<file path="config.mk">
export PLATFORM = sky130hd
export DESIGN_NAME = dps_cmd
export DESIGN_NICKNAME = d
export VERILOG_FILES = /design/src/rtl/dps_crc16.v /design/src/rtl/dps_cmd.v
export VERILOG_INCLUDE_DIRS = /design/src /design/src/rtl
export SDC_FILE = /design/constraint.sdc
export NUM_CORES = 1
export LEC_CHECK = 0
export ABC_AREA = 1
export BUFFER_PORTS_ARGS = -buffer_cell sky130_fd_sc_hd__buf_2
export CELL_PAD_IN_SITES_DETAIL_PLACEMENT = 2
export CELL_PAD_IN_SITES_GLOBAL_PLACEMENT = 2
export CORE_UTILIZATION = 35
export DETAILED_ROUTE_END_ITERATION = 6
export PLACE_DENSITY = 0.87
export RECOVER_POWER = 25
export SLEW_MARGIN = 20
export SYNTH_ARGS = -nofsm -noshare
export SYNTH_HDL_FRONTEND = slang
export SYNTH_SLANG_ARGS = --single-unit
</file>
<file path="constraint.sdc">
create_clock -name clk -period 6.6 [get_ports clk]
set_input_delay 1.32 -clock clk [delete_from_list [all_inputs] [get_ports clk]]
set_output_delay 1.32 -clock clk [all_outputs]
set_load 0.01 [all_outputs]
</file>
<file path="src/rtl/dps_defs.vh">
// constants for the disk parameter, sleep and dump command block
// assumes byte addresses on the register bus are four times the register index
`ifndef DPS_DEFS_VH
`define DPS_DEFS_VH

// register indices
`define DPS_IX_GATE    6'h21
`define DPS_IX_SCNT    6'h22
`define DPS_IX_SNUM    6'h23
`define DPS_IX_SZLO    6'h24
`define DPS_IX_SZHI    6'h25
`define DPS_IX_DH      6'h26
`define DPS_IX_CMD     6'h27
`define DPS_IX_ISTAT   6'h38
`define DPS_IX_PARAM   6'h3a
`define DPS_IX_CTRL    6'h3b
`define DPS_IX_ALT     6'h3c

// command opcodes in command bits 7:5
`define DPS_OP_SETP    3'h0
`define DPS_OP_LPB     3'h1
`define DPS_OP_SLEEP   3'h2
`define DPS_OP_DUMP    3'h5

// command option bit positions
`define DPS_SP_E       0
`define DPS_SP_H       1
`define DPS_SP_S       2
`define DPS_SP_Z       3
`define DPS_SP_R       4
`define DPS_LP_D       0
`define DPS_LP_K       1
`define DPS_LP_U       2
`define DPS_DM_I       0
`define DPS_DM_B       1
`define DPS_DM_L       2

// status and control bit positions
`define DPS_ISTAT_DONE 3
`define DPS_CTRL_WAKE  7
`define DPS_CTRL_REQEN 0
`define DPS_ERR_DAM    0
`define DPS_ERR_NRDY   1
`define DPS_ERR_ABRT   2
`define DPS_ERR_IDNF   4
`define DPS_ERR_WF     5
`define DPS_ERR_CRC    6

// parameter reset defaults
`define DPS_RST_E      1'b1
`define DPS_RST_H      1'b0
`define DPS_RST_S      1'b0
`define DPS_RST_D      1'b0
`define DPS_RST_K      1'b0

// byte values
`define DPS_ALT_FILL   8'hff
`define DPS_SYNC_NAT   8'ha1
`define DPS_SYNC_DEF   8'hfe

// field lengths and byte-time counts
`define DPS_ID_LEN     12'h005
`define DPS_GATE_FIX   12'h005
`define DPS_CL_LEN     12'h001
`define DPS_ECC4       12'h004
`define DPS_ECC7       12'h007
`define DPS_CRC_LEN    12'h002
`define DPS_SZ_BASE    12'h080

// crc presets and polynomial
`define DPS_CRC_ONES   16'hffff
`define DPS_CRC_ZERO   16'h0000
`define DPS_CRC_POLY   16'h1021

// span and coding encodings
`define DPS_SPAN_5     2'h0
`define DPS_SPAN_11    2'h1
`define DPS_SPAN_22    2'h2
`define DPS_CODE_RLL   2'h0
`define DPS_CODE_MFM   2'h1
`define DPS_CODE_NRZ   2'h2

`endif

</file>
<file path="src/rtl/dps_crc16.v">
// byte-wide crc-16 generator and checker for dumped fields
// assumes init and upd are never high in the same cycle
`timescale 1ns/1ps
`include "dps_defs.vh"

module dps_crc16 (
	input  wire        clk,
	input  wire        rstn,
	input  wire        init,
	input  wire [15:0] preset,
	input  wire        upd,
	input  wire [7:0]  din,
	output wire [15:0] crc
);
	reg [15:0] crc_q;

	// one byte of the polynomial division, msb first
	function [15:0] crc_byte;
		input [15:0] c;
		input [7:0]  d;
		integer      i;
		reg [15:0]   r;
		begin
			r = c ^ {d, 8'h00};
			for (i = 0; i < 8; i = i + 1) begin
				r = r[15] ? ({r[14:0], 1'b0} ^ `DPS_CRC_POLY) : {r[14:0], 1'b0};
			end
			crc_byte = r;
		end
	endfunction

	// preset on init, fold in bytes on upd
	always @(posedge clk) begin
		if (!rstn) begin
			crc_q <= `DPS_CRC_ZERO;
		end else if (init) begin
			crc_q <= preset;
		end else if (upd) begin
			crc_q <= crc_byte(crc_q, din);
		end
	end

	assign crc = crc_q;
endmodule // dps_crc16

</file>
<file path="src/rtl/dps_cmd.v">
// set parameter, load parameter block, sleep and dump command logic
// assumes an avalon-mm master, a buffer manager that takes every byte strobe,
// and a data separator that delivers one disk byte per disk_byte_valid pulse
//
// Decided for this implementation: the Avalon-MM slave port.
`timescale 1ns/1ps
`include "dps_defs.vh"

module dps_cmd (
	input  wire        clk,
	input  wire        rstn,
	input  wire [7:0]  avs_address,
	input  wire        avs_read,
	input  wire        avs_write,
	input  wire [31:0] avs_writedata,
	input  wire [3:0]  avs_byteenable,
	output wire [31:0] avs_readdata,
	output wire        avs_waitrequest,
	input  wire        drive_ready,
	input  wire        write_fault,
	input  wire        index_pulse,
	input  wire        sector_pulse,
	input  wire [7:0]  disk_byte,
	input  wire        disk_byte_valid,
	input  wire        buffer_ready,
	output wire        buffer_request,
	output wire        micro_request_irq,
	output wire [7:0]  buf_wr_data,
	output wire        buf_wr_valid,
	output wire        micro_interrupt,
	output wire        read_gate,
	output wire        disk_clk_enable,
	output wire        ecc_len7,
	output wire        head_bits4,
	output wire [1:0]  span_sel,
	output wire [1:0]  code_mode,
	output wire        reloc_en,
	output wire        hard_sector,
	output wire [10:0] sector_size,
	output wire [7:0]  gap_len,
	output wire [7:0]  gap_fill,
	output wire [7:0]  pad_fill
);
	// one-hot command states
	localparam [8:0] S_IDLE = 9'h001;
	localparam [8:0] S_EXEC = 9'h002;
	localparam [8:0] S_BREQ = 9'h004;
	localparam [8:0] S_WIDX = 9'h008;
	localparam [8:0] S_GATE = 9'h010;
	localparam [8:0] S_SYNC = 9'h020;
	localparam [8:0] S_FLD  = 9'h040;
	localparam [8:0] S_CHK  = 9'h080;
	localparam [8:0] S_WSEC = 9'h100;

	// bus and task file
	reg        wait_q;
	reg [31:0] rdata_q;
	reg [7:0]  plo_q, scnt_q, snum_q, szlo_q, szhi_q, dh_q, cmd_q, err_q, alt_q;
	reg        reqen_q;
	// latched parameters
	reg        e_q, h_q, s_q, z_q, r_q, d_q, k_q, u_q;
	reg [10:0] usz_q;
	reg [7:0]  gap_q, gfill_q, pfill_q;
	// derived parameter outputs
	reg        ecc7_q;
	reg [1:0]  span_q, code_q;
	reg [10:0] ssz_q;
	// command engine
	reg [8:0]  st_q;
	reg        done_q, sleep_q, breq_q, dirq_q, rg_q, idph_q;
	reg [11:0] cnt_q, tgt_q;
	reg [7:0]  bdat_q;
	reg        bval_q;
	reg        crc_init_q;
	reg [7:0]  rd_mux;
	reg        done_set;
	reg        sleep_set;

	wire        wr       = avs_write & ~wait_q & avs_byteenable[0];
	wire [5:0]  ix       = avs_address[7:2];
	wire [7:0]  wd       = avs_writedata[7:0];
	wire        task_wr  = wr & ~sleep_q & (st_q == S_IDLE);
	wire [2:0]  op       = cmd_q[7:5];
	wire        opt_i    = cmd_q[`DPS_DM_I];
	wire        opt_b    = cmd_q[`DPS_DM_B];
	wire        opt_l    = cmd_q[`DPS_DM_L];
	wire [15:0] crc;

	// sector size from user register or drive/head code
	function [10:0] size_of;
		input        u;
		input [10:0] usz;
		input [1:0]  code;
		reg   [11:0] t;
		begin
			t = `DPS_SZ_BASE << code;
			size_of = u ? usz : t[10:0];
		end
	endfunction

	// sync byte for the chosen format
	wire [7:0]  sync_b   = opt_b ? `DPS_SYNC_NAT : `DPS_SYNC_DEF;
	wire [11:0] ecc_n    = ecc7_q ? `DPS_ECC7 : `DPS_ECC4;
	// bytes stored and total bytes of the current field
	wire [11:0] data_len = {1'b0, ssz_q} + {11'h000, opt_b};
	wire [11:0] one_len  = {1'b0, ssz_q} + 12'h001;
	wire [11:0] fld_len  = idph_q ? `DPS_ID_LEN : (opt_i ? one_len : data_len);
	wire [11:0] tot_len  = fld_len + (opt_l ? ecc_n : `DPS_CRC_LEN);
	wire        store    = opt_l | (cnt_q < fld_len);
	wire [7:0]  scnt_dec = scnt_q - 8'h01;

	dps_crc16 u_crc (
		.clk    (clk),
		.rstn   (rstn),
		.init   (crc_init_q),
		.preset (opt_b ? `DPS_CRC_ONES : `DPS_CRC_ZERO),
		.upd    ((st_q == S_FLD) & disk_byte_valid),
		.din    (disk_byte),
		.crc    (crc)
	);

	// read data multiplexer, unmapped indices read zero
	always @* begin
		rd_mux = 8'h00;
		case (ix)
			`DPS_IX_GATE:  rd_mux = err_q;
			`DPS_IX_SCNT:  rd_mux = scnt_q;
			`DPS_IX_SNUM:  rd_mux = snum_q;
			`DPS_IX_SZLO:  rd_mux = szlo_q;
			`DPS_IX_SZHI:  rd_mux = szhi_q;
			`DPS_IX_DH:    rd_mux = dh_q;
			`DPS_IX_CMD:   rd_mux = {st_q != S_IDLE, drive_ready, write_fault, sleep_q,
				3'h0, err_q != 8'h00};
			`DPS_IX_ISTAT: rd_mux = {4'h0, done_q, 3'h0};
			`DPS_IX_PARAM: rd_mux = {r_q, z_q, s_q, h_q, e_q, u_q, k_q, d_q};
			`DPS_IX_CTRL:  rd_mux = {7'h00, reqen_q};
			`DPS_IX_ALT:   rd_mux = alt_q;
			default:       rd_mux = 8'h00;
		endcase
	end

	// bus handshake: waitrequest drops in the second cycle of each request
	always @(posedge clk) begin
		if (!rstn) begin
			wait_q  <= 1'b1;
			rdata_q <= 32'h0000_0000;
		end else begin
			wait_q <= ~((avs_read | avs_write) & wait_q);
			if (avs_read & wait_q) begin
				rdata_q <= {24'h000000, rd_mux};
			end
		end
	end

	// derived parameter outputs
	always @(posedge clk) begin
		if (!rstn) begin
			ecc7_q <= 1'b1;
			span_q <= `DPS_SPAN_11;
			code_q <= `DPS_CODE_RLL;
			ssz_q  <= 11'h000;
		end else begin
			ecc7_q <= e_q | ~k_q;
			if (e_q | ~k_q) begin
				span_q <= s_q ? `DPS_SPAN_22 : `DPS_SPAN_11;
			end else begin
				span_q <= s_q ? `DPS_SPAN_11 : `DPS_SPAN_5;
			end
			code_q <= ~k_q ? `DPS_CODE_RLL : (z_q ? `DPS_CODE_NRZ : `DPS_CODE_MFM);
			ssz_q  <= size_of(u_q, usz_q, dh_q[6:5]);
		end
	end

	// done flag and sleep state; a hardware set beats a software clear
	always @(posedge clk) begin
		if (!rstn) begin
			done_q  <= 1'b0;
			sleep_q <= 1'b0;
			reqen_q <= 1'b0;
		end else begin
			if (done_set) begin
				done_q <= 1'b1;
			end else if (wr & (ix == `DPS_IX_ISTAT) & wd[`DPS_ISTAT_DONE]) begin
				done_q <= 1'b0;
			end
			if (sleep_set) begin
				sleep_q <= 1'b1;
			end else if (wr & (ix == `DPS_IX_CTRL) & wd[`DPS_CTRL_WAKE]) begin
				sleep_q <= 1'b0;
			end
			if (wr & (ix == `DPS_IX_CTRL)) begin
				reqen_q <= wd[`DPS_CTRL_REQEN];
			end
		end
	end

	// completion and sleep requests decoded from the engine state
	always @* begin
		done_set  = 1'b0;
		sleep_set = 1'b0;
		case (st_q)
			S_EXEC: begin
				done_set  = ~drive_ready | write_fault | (op != `DPS_OP_DUMP);
				sleep_set = drive_ready & ~write_fault & (op == `DPS_OP_SLEEP);
			end
			S_SYNC: begin
				done_set = index_pulse;
			end
			S_CHK: begin
				done_set = ~idph_q & ((scnt_dec == 8'h00) | ~d_q);
				if (!opt_l & (crc != `DPS_CRC_ZERO)) begin
					done_set = 1'b1;
				end
			end
			default: ;
		endcase
	end

	// command engine and task file
	always @(posedge clk) begin
		if (!rstn) begin
			st_q  <= S_IDLE;
			plo_q <= 8'h00;
			scnt_q <= 8'h00;
			snum_q <= 8'h00;
			szlo_q <= 8'h00;
			szhi_q <= 8'h00;
			dh_q  <= 8'h00;
			cmd_q <= 8'h00;
			err_q <= 8'h00;
			alt_q <= 8'h00;
			e_q   <= `DPS_RST_E;
			h_q   <= `DPS_RST_H;
			s_q   <= `DPS_RST_S;
			z_q   <= 1'b0;
			r_q   <= 1'b0;
			d_q   <= `DPS_RST_D;
			k_q   <= `DPS_RST_K;
			u_q   <= 1'b0;
			usz_q <= 11'h000;
			gap_q <= 8'h00;
			gfill_q <= 8'h00;
			pfill_q <= 8'h00;
			breq_q <= 1'b0;
			dirq_q <= 1'b0;
			rg_q  <= 1'b0;
			idph_q <= 1'b0;
			cnt_q <= 12'h000;
			tgt_q <= 12'h000;
			bdat_q <= 8'h00;
			bval_q <= 1'b0;
			crc_init_q <= 1'b0;
		end else begin
			bval_q     <= 1'b0;
			crc_init_q <= 1'b0;
			// task file writes only while idle and awake
			if (task_wr) begin
				case (ix)
					`DPS_IX_GATE: plo_q  <= wd;
					`DPS_IX_SCNT: scnt_q <= wd;
					`DPS_IX_SNUM: snum_q <= wd;
					`DPS_IX_SZLO: szlo_q <= wd;
					`DPS_IX_SZHI: szhi_q <= wd;
					`DPS_IX_DH:   dh_q   <= wd;
					`DPS_IX_CMD: begin
						cmd_q <= wd;
						err_q <= 8'h00;
						st_q  <= S_EXEC;
					end
					default: ;
				endcase
			end
			if (wr & (ix == `DPS_IX_ALT) & (st_q == S_IDLE)) begin
				alt_q <= wd;
			end
			case (st_q)
				S_IDLE: ;
				S_EXEC: begin
					alt_q <= `DPS_ALT_FILL;
					if (!drive_ready | write_fault) begin
						err_q[`DPS_ERR_ABRT] <= 1'b1;
						err_q[`DPS_ERR_NRDY] <= ~drive_ready;
						err_q[`DPS_ERR_WF]   <= write_fault;
						st_q <= S_IDLE;
					end else begin
						case (op)
							`DPS_OP_SETP: begin
								e_q <= cmd_q[`DPS_SP_E];
								h_q <= cmd_q[`DPS_SP_H];
								s_q <= cmd_q[`DPS_SP_S];
								z_q <= cmd_q[`DPS_SP_Z];
								r_q <= cmd_q[`DPS_SP_R];
								st_q <= S_IDLE;
							end
							`DPS_OP_LPB: begin
								d_q <= cmd_q[`DPS_LP_D];
								k_q <= cmd_q[`DPS_LP_K];
								u_q <= cmd_q[`DPS_LP_U];
								usz_q <= {szhi_q[2:0], szlo_q};
								gap_q <= plo_q;
								gfill_q <= scnt_q;
								pfill_q <= snum_q;
								st_q <= S_IDLE;
							end
							`DPS_OP_SLEEP: begin
								st_q <= S_IDLE;
							end
							`DPS_OP_DUMP: begin
								if (reqen_q) begin
									breq_q <= 1'b1;
									dirq_q <= 1'b1;
									st_q   <= S_BREQ;
								end else begin
									st_q <= S_WIDX;
								end
							end
							default: begin
								err_q[`DPS_ERR_ABRT] <= 1'b1;
								st_q <= S_IDLE;
							end
						endcase
					end
				end
				S_BREQ: begin
					if (buffer_ready) begin
						breq_q <= 1'b0;
						dirq_q <= 1'b0;
						st_q   <= S_WIDX;
					end
				end
				S_WIDX: begin
					if (index_pulse) begin
						cnt_q  <= 12'h000;
						tgt_q  <= {4'h0, plo_q} + `DPS_GATE_FIX + `DPS_CL_LEN;
						idph_q <= ~opt_i;
						st_q   <= S_GATE;
					end
				end
				S_GATE: begin
					if (cnt_q >= tgt_q) begin
						rg_q <= 1'b1;
						st_q <= S_SYNC;
					end else if (disk_byte_valid) begin
						cnt_q <= cnt_q + 12'h001;
					end
				end
				S_SYNC: begin
					if (index_pulse) begin
						// index passed while still searching
						if (idph_q) begin
							err_q[`DPS_ERR_IDNF] <= 1'b1;
						end else begin
							err_q[`DPS_ERR_DAM] <= 1'b1;
						end
						rg_q <= 1'b0;
						st_q <= S_IDLE;
					end else if (disk_byte_valid & (disk_byte == sync_b)) begin
						crc_init_q <= 1'b1;
						cnt_q <= 12'h000;
						st_q  <= S_FLD;
					end
				end
				S_FLD: begin
					if (disk_byte_valid) begin
						if (store) begin
							bdat_q <= disk_byte;
							bval_q <= 1'b1;
						end
						cnt_q <= cnt_q + 12'h001;
						if (cnt_q == tot_len - 12'h001) begin
							st_q <= S_CHK;
						end
					end
				end
				S_CHK: begin
					if (!opt_l & (crc != `DPS_CRC_ZERO)) begin
						if (idph_q) begin
							err_q[`DPS_ERR_IDNF] <= 1'b1;
						end else begin
							err_q[`DPS_ERR_CRC] <= 1'b1;
						end
						rg_q <= 1'b0;
						st_q <= S_IDLE;
					end else if (idph_q) begin
						idph_q <= 1'b0;
						st_q   <= S_SYNC;
					end else begin
						scnt_q <= scnt_dec;
						rg_q   <= 1'b0;
						if ((scnt_dec == 8'h00) | ~d_q) begin
							st_q <= S_IDLE;
						end else begin
							st_q <= S_WSEC;
						end
					end
				end
				S_WSEC: begin
					if (sector_pulse) begin
						cnt_q  <= 12'h000;
						tgt_q  <= {4'h0, gap_q};
						idph_q <= ~opt_i;
						st_q   <= S_GATE;
					end
				end
				default: st_q <= S_IDLE;
			endcase
		end
	end

	// outputs straight from flops, except disk_clk_enable, which is sleep_q inverted
	assign avs_readdata      = rdata_q;
	assign avs_waitrequest   = wait_q;
	assign buffer_request    = breq_q;
	assign micro_request_irq = dirq_q;
	assign buf_wr_data       = bdat_q;
	assign buf_wr_valid      = bval_q;
	assign micro_interrupt   = done_q;
	assign read_gate         = rg_q;
	assign disk_clk_enable   = ~sleep_q ? 1'b1 : 1'b0;
	assign ecc_len7          = ecc7_q;
	assign head_bits4        = h_q;
	assign span_sel          = span_q;
	assign code_mode         = code_q;
	assign reloc_en          = r_q;
	assign hard_sector       = d_q;
	assign sector_size       = ssz_q;
	assign gap_len           = gap_q;
	assign gap_fill          = gfill_q;
	assign pad_fill          = pfill_q;
endmodule // dps_cmd

</file>
# Word-level counts from Yosys, hierarchy flattened
# Cells that the tools add are included.
[word_totals] ff_bits=203 input_bits=62 output_inout_bits=90 word_cells=268
[op_classes] add_sub_neg=8 order_cmp=2 eq_ne=40 shifts=1 mux=98 bitwise_logic=46 reduce_logical=33
[op_table] operator="two-way mux 9 bit" n=15
[op_table] operator="two-way mux 12 bit" n=10
[op_table] operator="two-way mux 13 bit" n=8
[op_table] operator="case mux 8 bit (11 select lines)" n=1
[op_table] operator="case mux 9 bit (9 select lines)" n=1
[op_table] operator="equality test 6 bit, second input constant" n=11
[op_table] operator="case mux 12 bit (5 select lines)" n=1
[op_table] operator="two-way mux 8 bit" n=7
[op_table] operator="two-way mux 16 bit" n=3
[op_table] operator="two-way mux 1 bit" n=35
[op_table] operator="NOT 3 bit" n=8
[op_table] operator="case mux 12 bit (2 select lines)" n=1
[op_table] operator="inequality test 2 bit, second input constant" n=11
[op_table] operator="two-way mux 7 bit" n=3
[op_table] operator="AND 1 bit" n=18
[op_table] operator="nonzero test 16 bit" n=1
[op_table] operator="XOR 16 bit" n=1
[op_table] operator="AND reduction 3 bit" n=5
[op_table] operator="AND reduction 2 bit" n=7
[op_table] operator="adder 11 x 1 -> 12 bit" n=1
[op_table] operator="adder 11 x 1 -> 12 bit, second input constant" n=1
[op_table] operator="adder 12 x 1 -> 12 bit, second input constant" n=1
[op_table] operator="adder 12 x 3 -> 12 bit" n=1
[op_table] operator="equality test 12 bit" n=1
[op_table] operator="43 further kinds" n=76

# Longest topological paths before layout
[depth] word_depth=19 ltp_mapped=26

# Modules after synthesis
# A second synthesis with hierarchy kept.
[hier_totals] hier_cells=1621 area_unflattened_um2=11155.7
[modules_own_cells] module="dps_cmd" instances=1 cells_each=1453 area_each_um2=10074.7 seq_area_each_um2=3683.5
[modules_own_cells] module="dps_crc16" instances=1 cells_each=168 area_each_um2=1081.0 seq_area_each_um2=320.3

# Worst setup path before layout
# OpenSTA, ideal clock, no wires.
[synth_timing] kind="reg-to-reg" from="register cmd_q[1]" to="register st_q[6]" setup_ns=0.115 t_arrival_ns=3.002 required_ns=6.485 path_slack_ns=3.482 stages_incl_launch_ff=26 path_buffers=0 cell_sequence="dfxtp_1 > inv_1 > nand2_1 > ha_1 > ha_1 > nand2_1 > ha_1 > inv_1 > ha_1 > inv_1 > fa_1 > inv_1 > nand2_1 > nand2_1 > nor2_1 > nand2_1 > nor2_1 > nand2_1 > nor2_1 > nand3_1 > nor2_1 > nand3_1 > nand2_1 > nand3_1 > o21ai_0 > inv_1"
[synth_between] elab_chain_len=9 elab_cells_between_ends=14
[synth_rtl] element="from (decl)" line_no="dps_cmd.v:58" text="reg [7:0] plo_q, scnt_q, snum_q, szlo_q, szhi_q, dh_q, cmd_q, err_q, alt_q;"
[synth_rtl] element="from (signal assigned)" line_no="dps_cmd.v:266" text="cmd_q <= wd;"
[synth_rtl] element="adder 11 x 1 -> 12 bit" line_no="dps_cmd.v:105" text="wire [11:0] data_len = {1'b0, ssz_q} + {11'h000, opt_b};"
[synth_rtl] element="two-way mux 12 bit (2 in series)" line_no="dps_cmd.v:107" text="wire [11:0] fld_len = idph_q ? `DPS_ID_LEN : (opt_i ? one_len : data_len);"
[synth_rtl] element="adder 12 x 3 -> 12 bit" line_no="dps_cmd.v:108" text="wire [11:0] tot_len = fld_len + (opt_l ? ecc_n : `DPS_CRC_LEN);"
[synth_rtl] element="subtractor 12 x 1 -> 12 bit" line_no="dps_cmd.v:370" text="if (cnt_q == tot_len - 12'h001) begin"
[synth_rtl] element="equality test 12 bit" line_no="dps_cmd.v:370"
[synth_rtl] element="two-way mux 9 bit" line_no="dps_cmd.v:370"
[synth_rtl] element="two-way mux 9 bit" line_no="dps_cmd.v:364" text="if (disk_byte_valid) begin"
[synth_rtl] element="case mux 9 bit (9 select lines) *" line_no="dps_cmd.v:276" text="case (st_q)"
[synth_rtl] element="to (signal assigned)" line_no="dps_cmd.v:284" text="st_q <= S_IDLE;"
[synth_rtl] element="to (signal assigned)" line_no="dps_cmd.v:360" text="st_q <= S_FLD;"
[synth_rtl] element="to (signal assigned)" line_no="dps_cmd.v:371" text="st_q <= S_CHK;"
[synth_rtl] element="to (decl)" line_no="dps_cmd.v:69" text="reg [8:0] st_q;"
# Every way passes the cells marked *; elsewhere a longest branch is shown, timed or not.
# A chain may end at the register's enable or synchronous reset.

==> impl_metrics.json <==
{
  "cts_setup_buffers": 0,
  "drtIter0Drc": 638,
  "via_per_inst": 5.51,
  "hold_path.class": "flop to flop",
  "p_seq_share_pct": 49.6,
  "first_pass_iters": 5,
  "synthDistinctLibCells": 53,
  "worstHoldStart": "usz_q[0]",
  "clockBufferDepth": 2,
  "synth_seq_area_share_pct": 37.3,
  "cts_tree": "done",
  "grt_max_degree": 95,
  "ff_latch_area_sq_mm": 0.00400,
  "critPathLaunchType": "primary input",
  "num_io_pins": 152,
  "grt_pass1_wl_mm": 64.6,
  "crit_type": "primary input to flop",
  "multi_input_area_sq_mm": 0.00553,
  "drc": 0,
  "place.detailed.hpwl_mm": 29.4,
  "grt_pass1_vias": 11700,
  "worstReg2RegEnd": "st_q[2]",
  "cts_max_level": 4,
  "hold_viol_final": 0,
  "clkSlewWorstSetupHoldPaths_ns": 0.08,
  "syn_inst": 1537,
  "synth_edf_count": 0,
  "utilization_pct": 40.0,
  "die_h_um": 177,
  "core_sq_mm": 0.0300,
  "grt_usage_pct": 26.5,
  "hold-path-cell-count": 2,
  "p_per_area_mw_per_mm2": 203,
  "fin_nets": 1711,
  "cp_max_fo": 44,
  "p_sw_share_pct": 25.1,
  "drive_above_1_share_pct": 7.95,
  "worstPathRequired_ns": 6.94,
  "p_leak_nw": 4.86,
  "maxSlewHeadroom_pct": -65.4,
  "timing.fmax_mhz": 216,
  "via_count": 11100,
  "min_period_ns": 4.63,
  "syn2layout_area_growth_pct": 11.6,
  "power.switching_uw": 612,
  "ctsHoldBuffers": 0,
  "clk_latency_ns": 0.45,
  "crit_arrival_ns": 4.97,
  "p_int_mw": 1.83,
  "dieWidth_um": 177,
  "p_comb_share_pct": 5.7,
  "final.period_utilization_pct": 70.1,
  "r2r_slack_ns": 2.13,
  "syn-mean-instance-area_sq_um": 6.99,
  "slew_violations": 87,
  "place_congestion": 0.891,
  "gr-total-overflow": 0,
  "synth-main-ff-cell": "dfxtp_1",
  "ir_drop_mv": 0.166,
  "ant_nets": 0,
  "outcome": "finished, violations left",
  "cts_buffers": 17,
  "wirelength_mm": 41.1,
  "num_rows": 63,
  "clockRootBuffer": "clkbuf_16",
  "reg2reg_depth": 26,
  "finalSetupViolations": 0,
  "fillers": 3581,
  "syn_area_sq_mm": 0.0107,
  "tightest_slew_ns": 2.48,
  "die_area_sq_mm": 0.0314,
  "async_reset_ff_share_pct": 0,
  "holdPathEnd": "sector_size[0]",
  "r2r_start": "cmd_q[1]",
  "fin_setup_tns_ns": 0,
  "cts.repair.resized": 0,
  "ys_ff_latch": 200,
  "clkPwrFrac_pct": 44.7,
  "ys_warn_count": 0,
  "rsz0062_at_grt": "false",
  "end_kind": "flop",
  "violations": "max-capacitance violations, max-slew violations",
  "start_util_pct": 35.9,
  "fin_skew_ns": 0.0138,
  "numClockSinks": 200,
  "antenna_found_initial": 1,
  "detail_route.wl_per_cell_um": 20.4,
  "maxCapViolCount": 2,
  "portBuffers": 98
}
[registers in the layout, summed over array words and instances, names as in the netlist, 2 cells and up]
| signal | flops |
|---|---|
| szhi_q | 8 |
| cmd_q | 8 |
| usz_q | 11 |
| tgt_q | 9 |
| u_crc.crc | 16 |
| szlo_q | 8 |
| pad_fill | 8 |
| gap_fill | 8 |
| snum_q | 8 |
| err_q | 6 |
| alt_q | 8 |
| st_q | 9 |
| scnt_q | 8 |
| span_sel | 2 |
| dh_q | 8 |
| avs_readdata | 8 |
| code_mode | 2 |
| buf_wr_data | 8 |
| plo_q | 8 |
| gap_len | 8 |
| sector_size | 11 |
| cnt_q | 12 |
[power by group through the flow]
stage / clock network, mW / registers, mW / logic (mW)
after floorplan: 0 / 1.24 / 0.0893
after global placement: 0 / 1.24 / 0.128
after detailed placement: 0 / 1.24 / 0.134
after CTS: 1.10 / 1.21 / 0.137
after global routing: 1.15 / 1.21 / 0.150
final: 1.09 / 1.21 / 0.139
[area by class of cell]
type                    count  share of cell area (%)
multi-input cells        1044                    46.1
flip-flops and latches    200                    33.4
inverters                 246                    7.70
well taps                 390                    4.07
clock buffers              20                    3.81
repair buffers            101                    3.73
clock inverters            12                    1.17
diodes                      1                  0.0209
[cell usage in the layout (no fill, tap or decap), types with 17 or more instances in the layout]
cell,count
xor2_1,20
nand3_1,68
a21oi_1,186
nor2_1,121
o21ai_0,165
nor3_1,43
ha_1,38
clkbuf_1,52
nand2_1,228
o22ai_1,22
conb_1,24
nand4_1,22
clkbuf_16,17
inv_1,234
dfxtp_1,200
buf_2,48
[logic make-up (layout without fill, tap and decap cells)]
| group | after synthesis | in the layout | share of synthesized area (%) |
|---|---|---|---|
| mux | 2 | 2 | 0.186 |
| compound gates | 422 | 422 | 21.2 |
| simple gates | 530 | 530 | 22.4 |
| xor+xnor | 27 | 27 | 2.20 |
| flops | 200 | 200 | 37.3 |
| fa+ha+maj | 39 | 39 | 4.61 |
| buf+inv | 316 | 379 | 12.1 |
| other cells | 1 | 25 | 0.0349 |
[stage by stage]
| step | instance area, sq um | total power, mW | hold WS [ns] | setup slack [ns] | instances |
|---|---|---|---|---|---|
| after CTS | 12100 | 2.45 | 0.436 | 2.13 | 2013 |
| after global routing | 12000 | 2.51 | 0.470 | 1.71 | 2014 |
| after detailed placement | 11500 | 1.37 | 0.421 | 2.14 | 1981 |
| after global placement | 11500 | 1.37 | 0.414 | 2.32 | 1981 |
| after floorplan | 10800 | 1.33 | 0.405 | 3.48 | 1560 |
| final | 12000 | 2.44 | 0.438 | 1.97 | 2014 |
[metal layers]
metal	global-route usage (%)	wire length, um	vias to the layer above
met5	0	0	-
met4	9.77	1250	0
met3	3.24	1430	78
met2	47.5	20700	277
met1	32.2	17800	5520
li1	-	-	5214
[cells in the mapped netlist (26+ instances only)]
| cell | instances | share of area (%) |
|---|---|---|
| a21oi_1 | 186 | 8.7 |
| buf_4 | 26 | 1.8 |
| clkbuf_1 | 32 | 1.1 |
| dfxtp_1 | 200 | 37 |
| ha_1 | 38 | 4.4 |
| inv_1 | 234 | 8.2 |
| nand2_1 | 228 | 8.0 |
| nand3_1 | 68 | 3.2 |
| nor2_1 | 121 | 4.2 |
| nor3_1 | 43 | 2.0 |
| o21ai_0 | 165 | 7.7 |
[worst max-delay path by stage]
stage          cells past startpoint  endpoint      from
4_1_cts                           26   st_q[6]  cmd_q[1]
6_report                           8   st_q[6]      rstn
3_5_place_dp                      26   st_q[2]  cmd_q[1]
5_1_grt                           26   st_q[2]  cmd_q[1]
2_1_floorplan                     25   st_q[6]  cmd_q[1]
3_3_place_gp                      26   st_q[2]  cmd_q[1]
[worst max-delay path: stages]
cell      delay [ns]
clkbuf_1        0.70
inv_1           0.21
clkbuf_1        1.79
nor2_2          0.34
inv_1           0.36
a21oi_1         0.07
o21ai_0         0.08
inv_1           0.06
No activity file was read; power rests on OpenSTA's default activity.
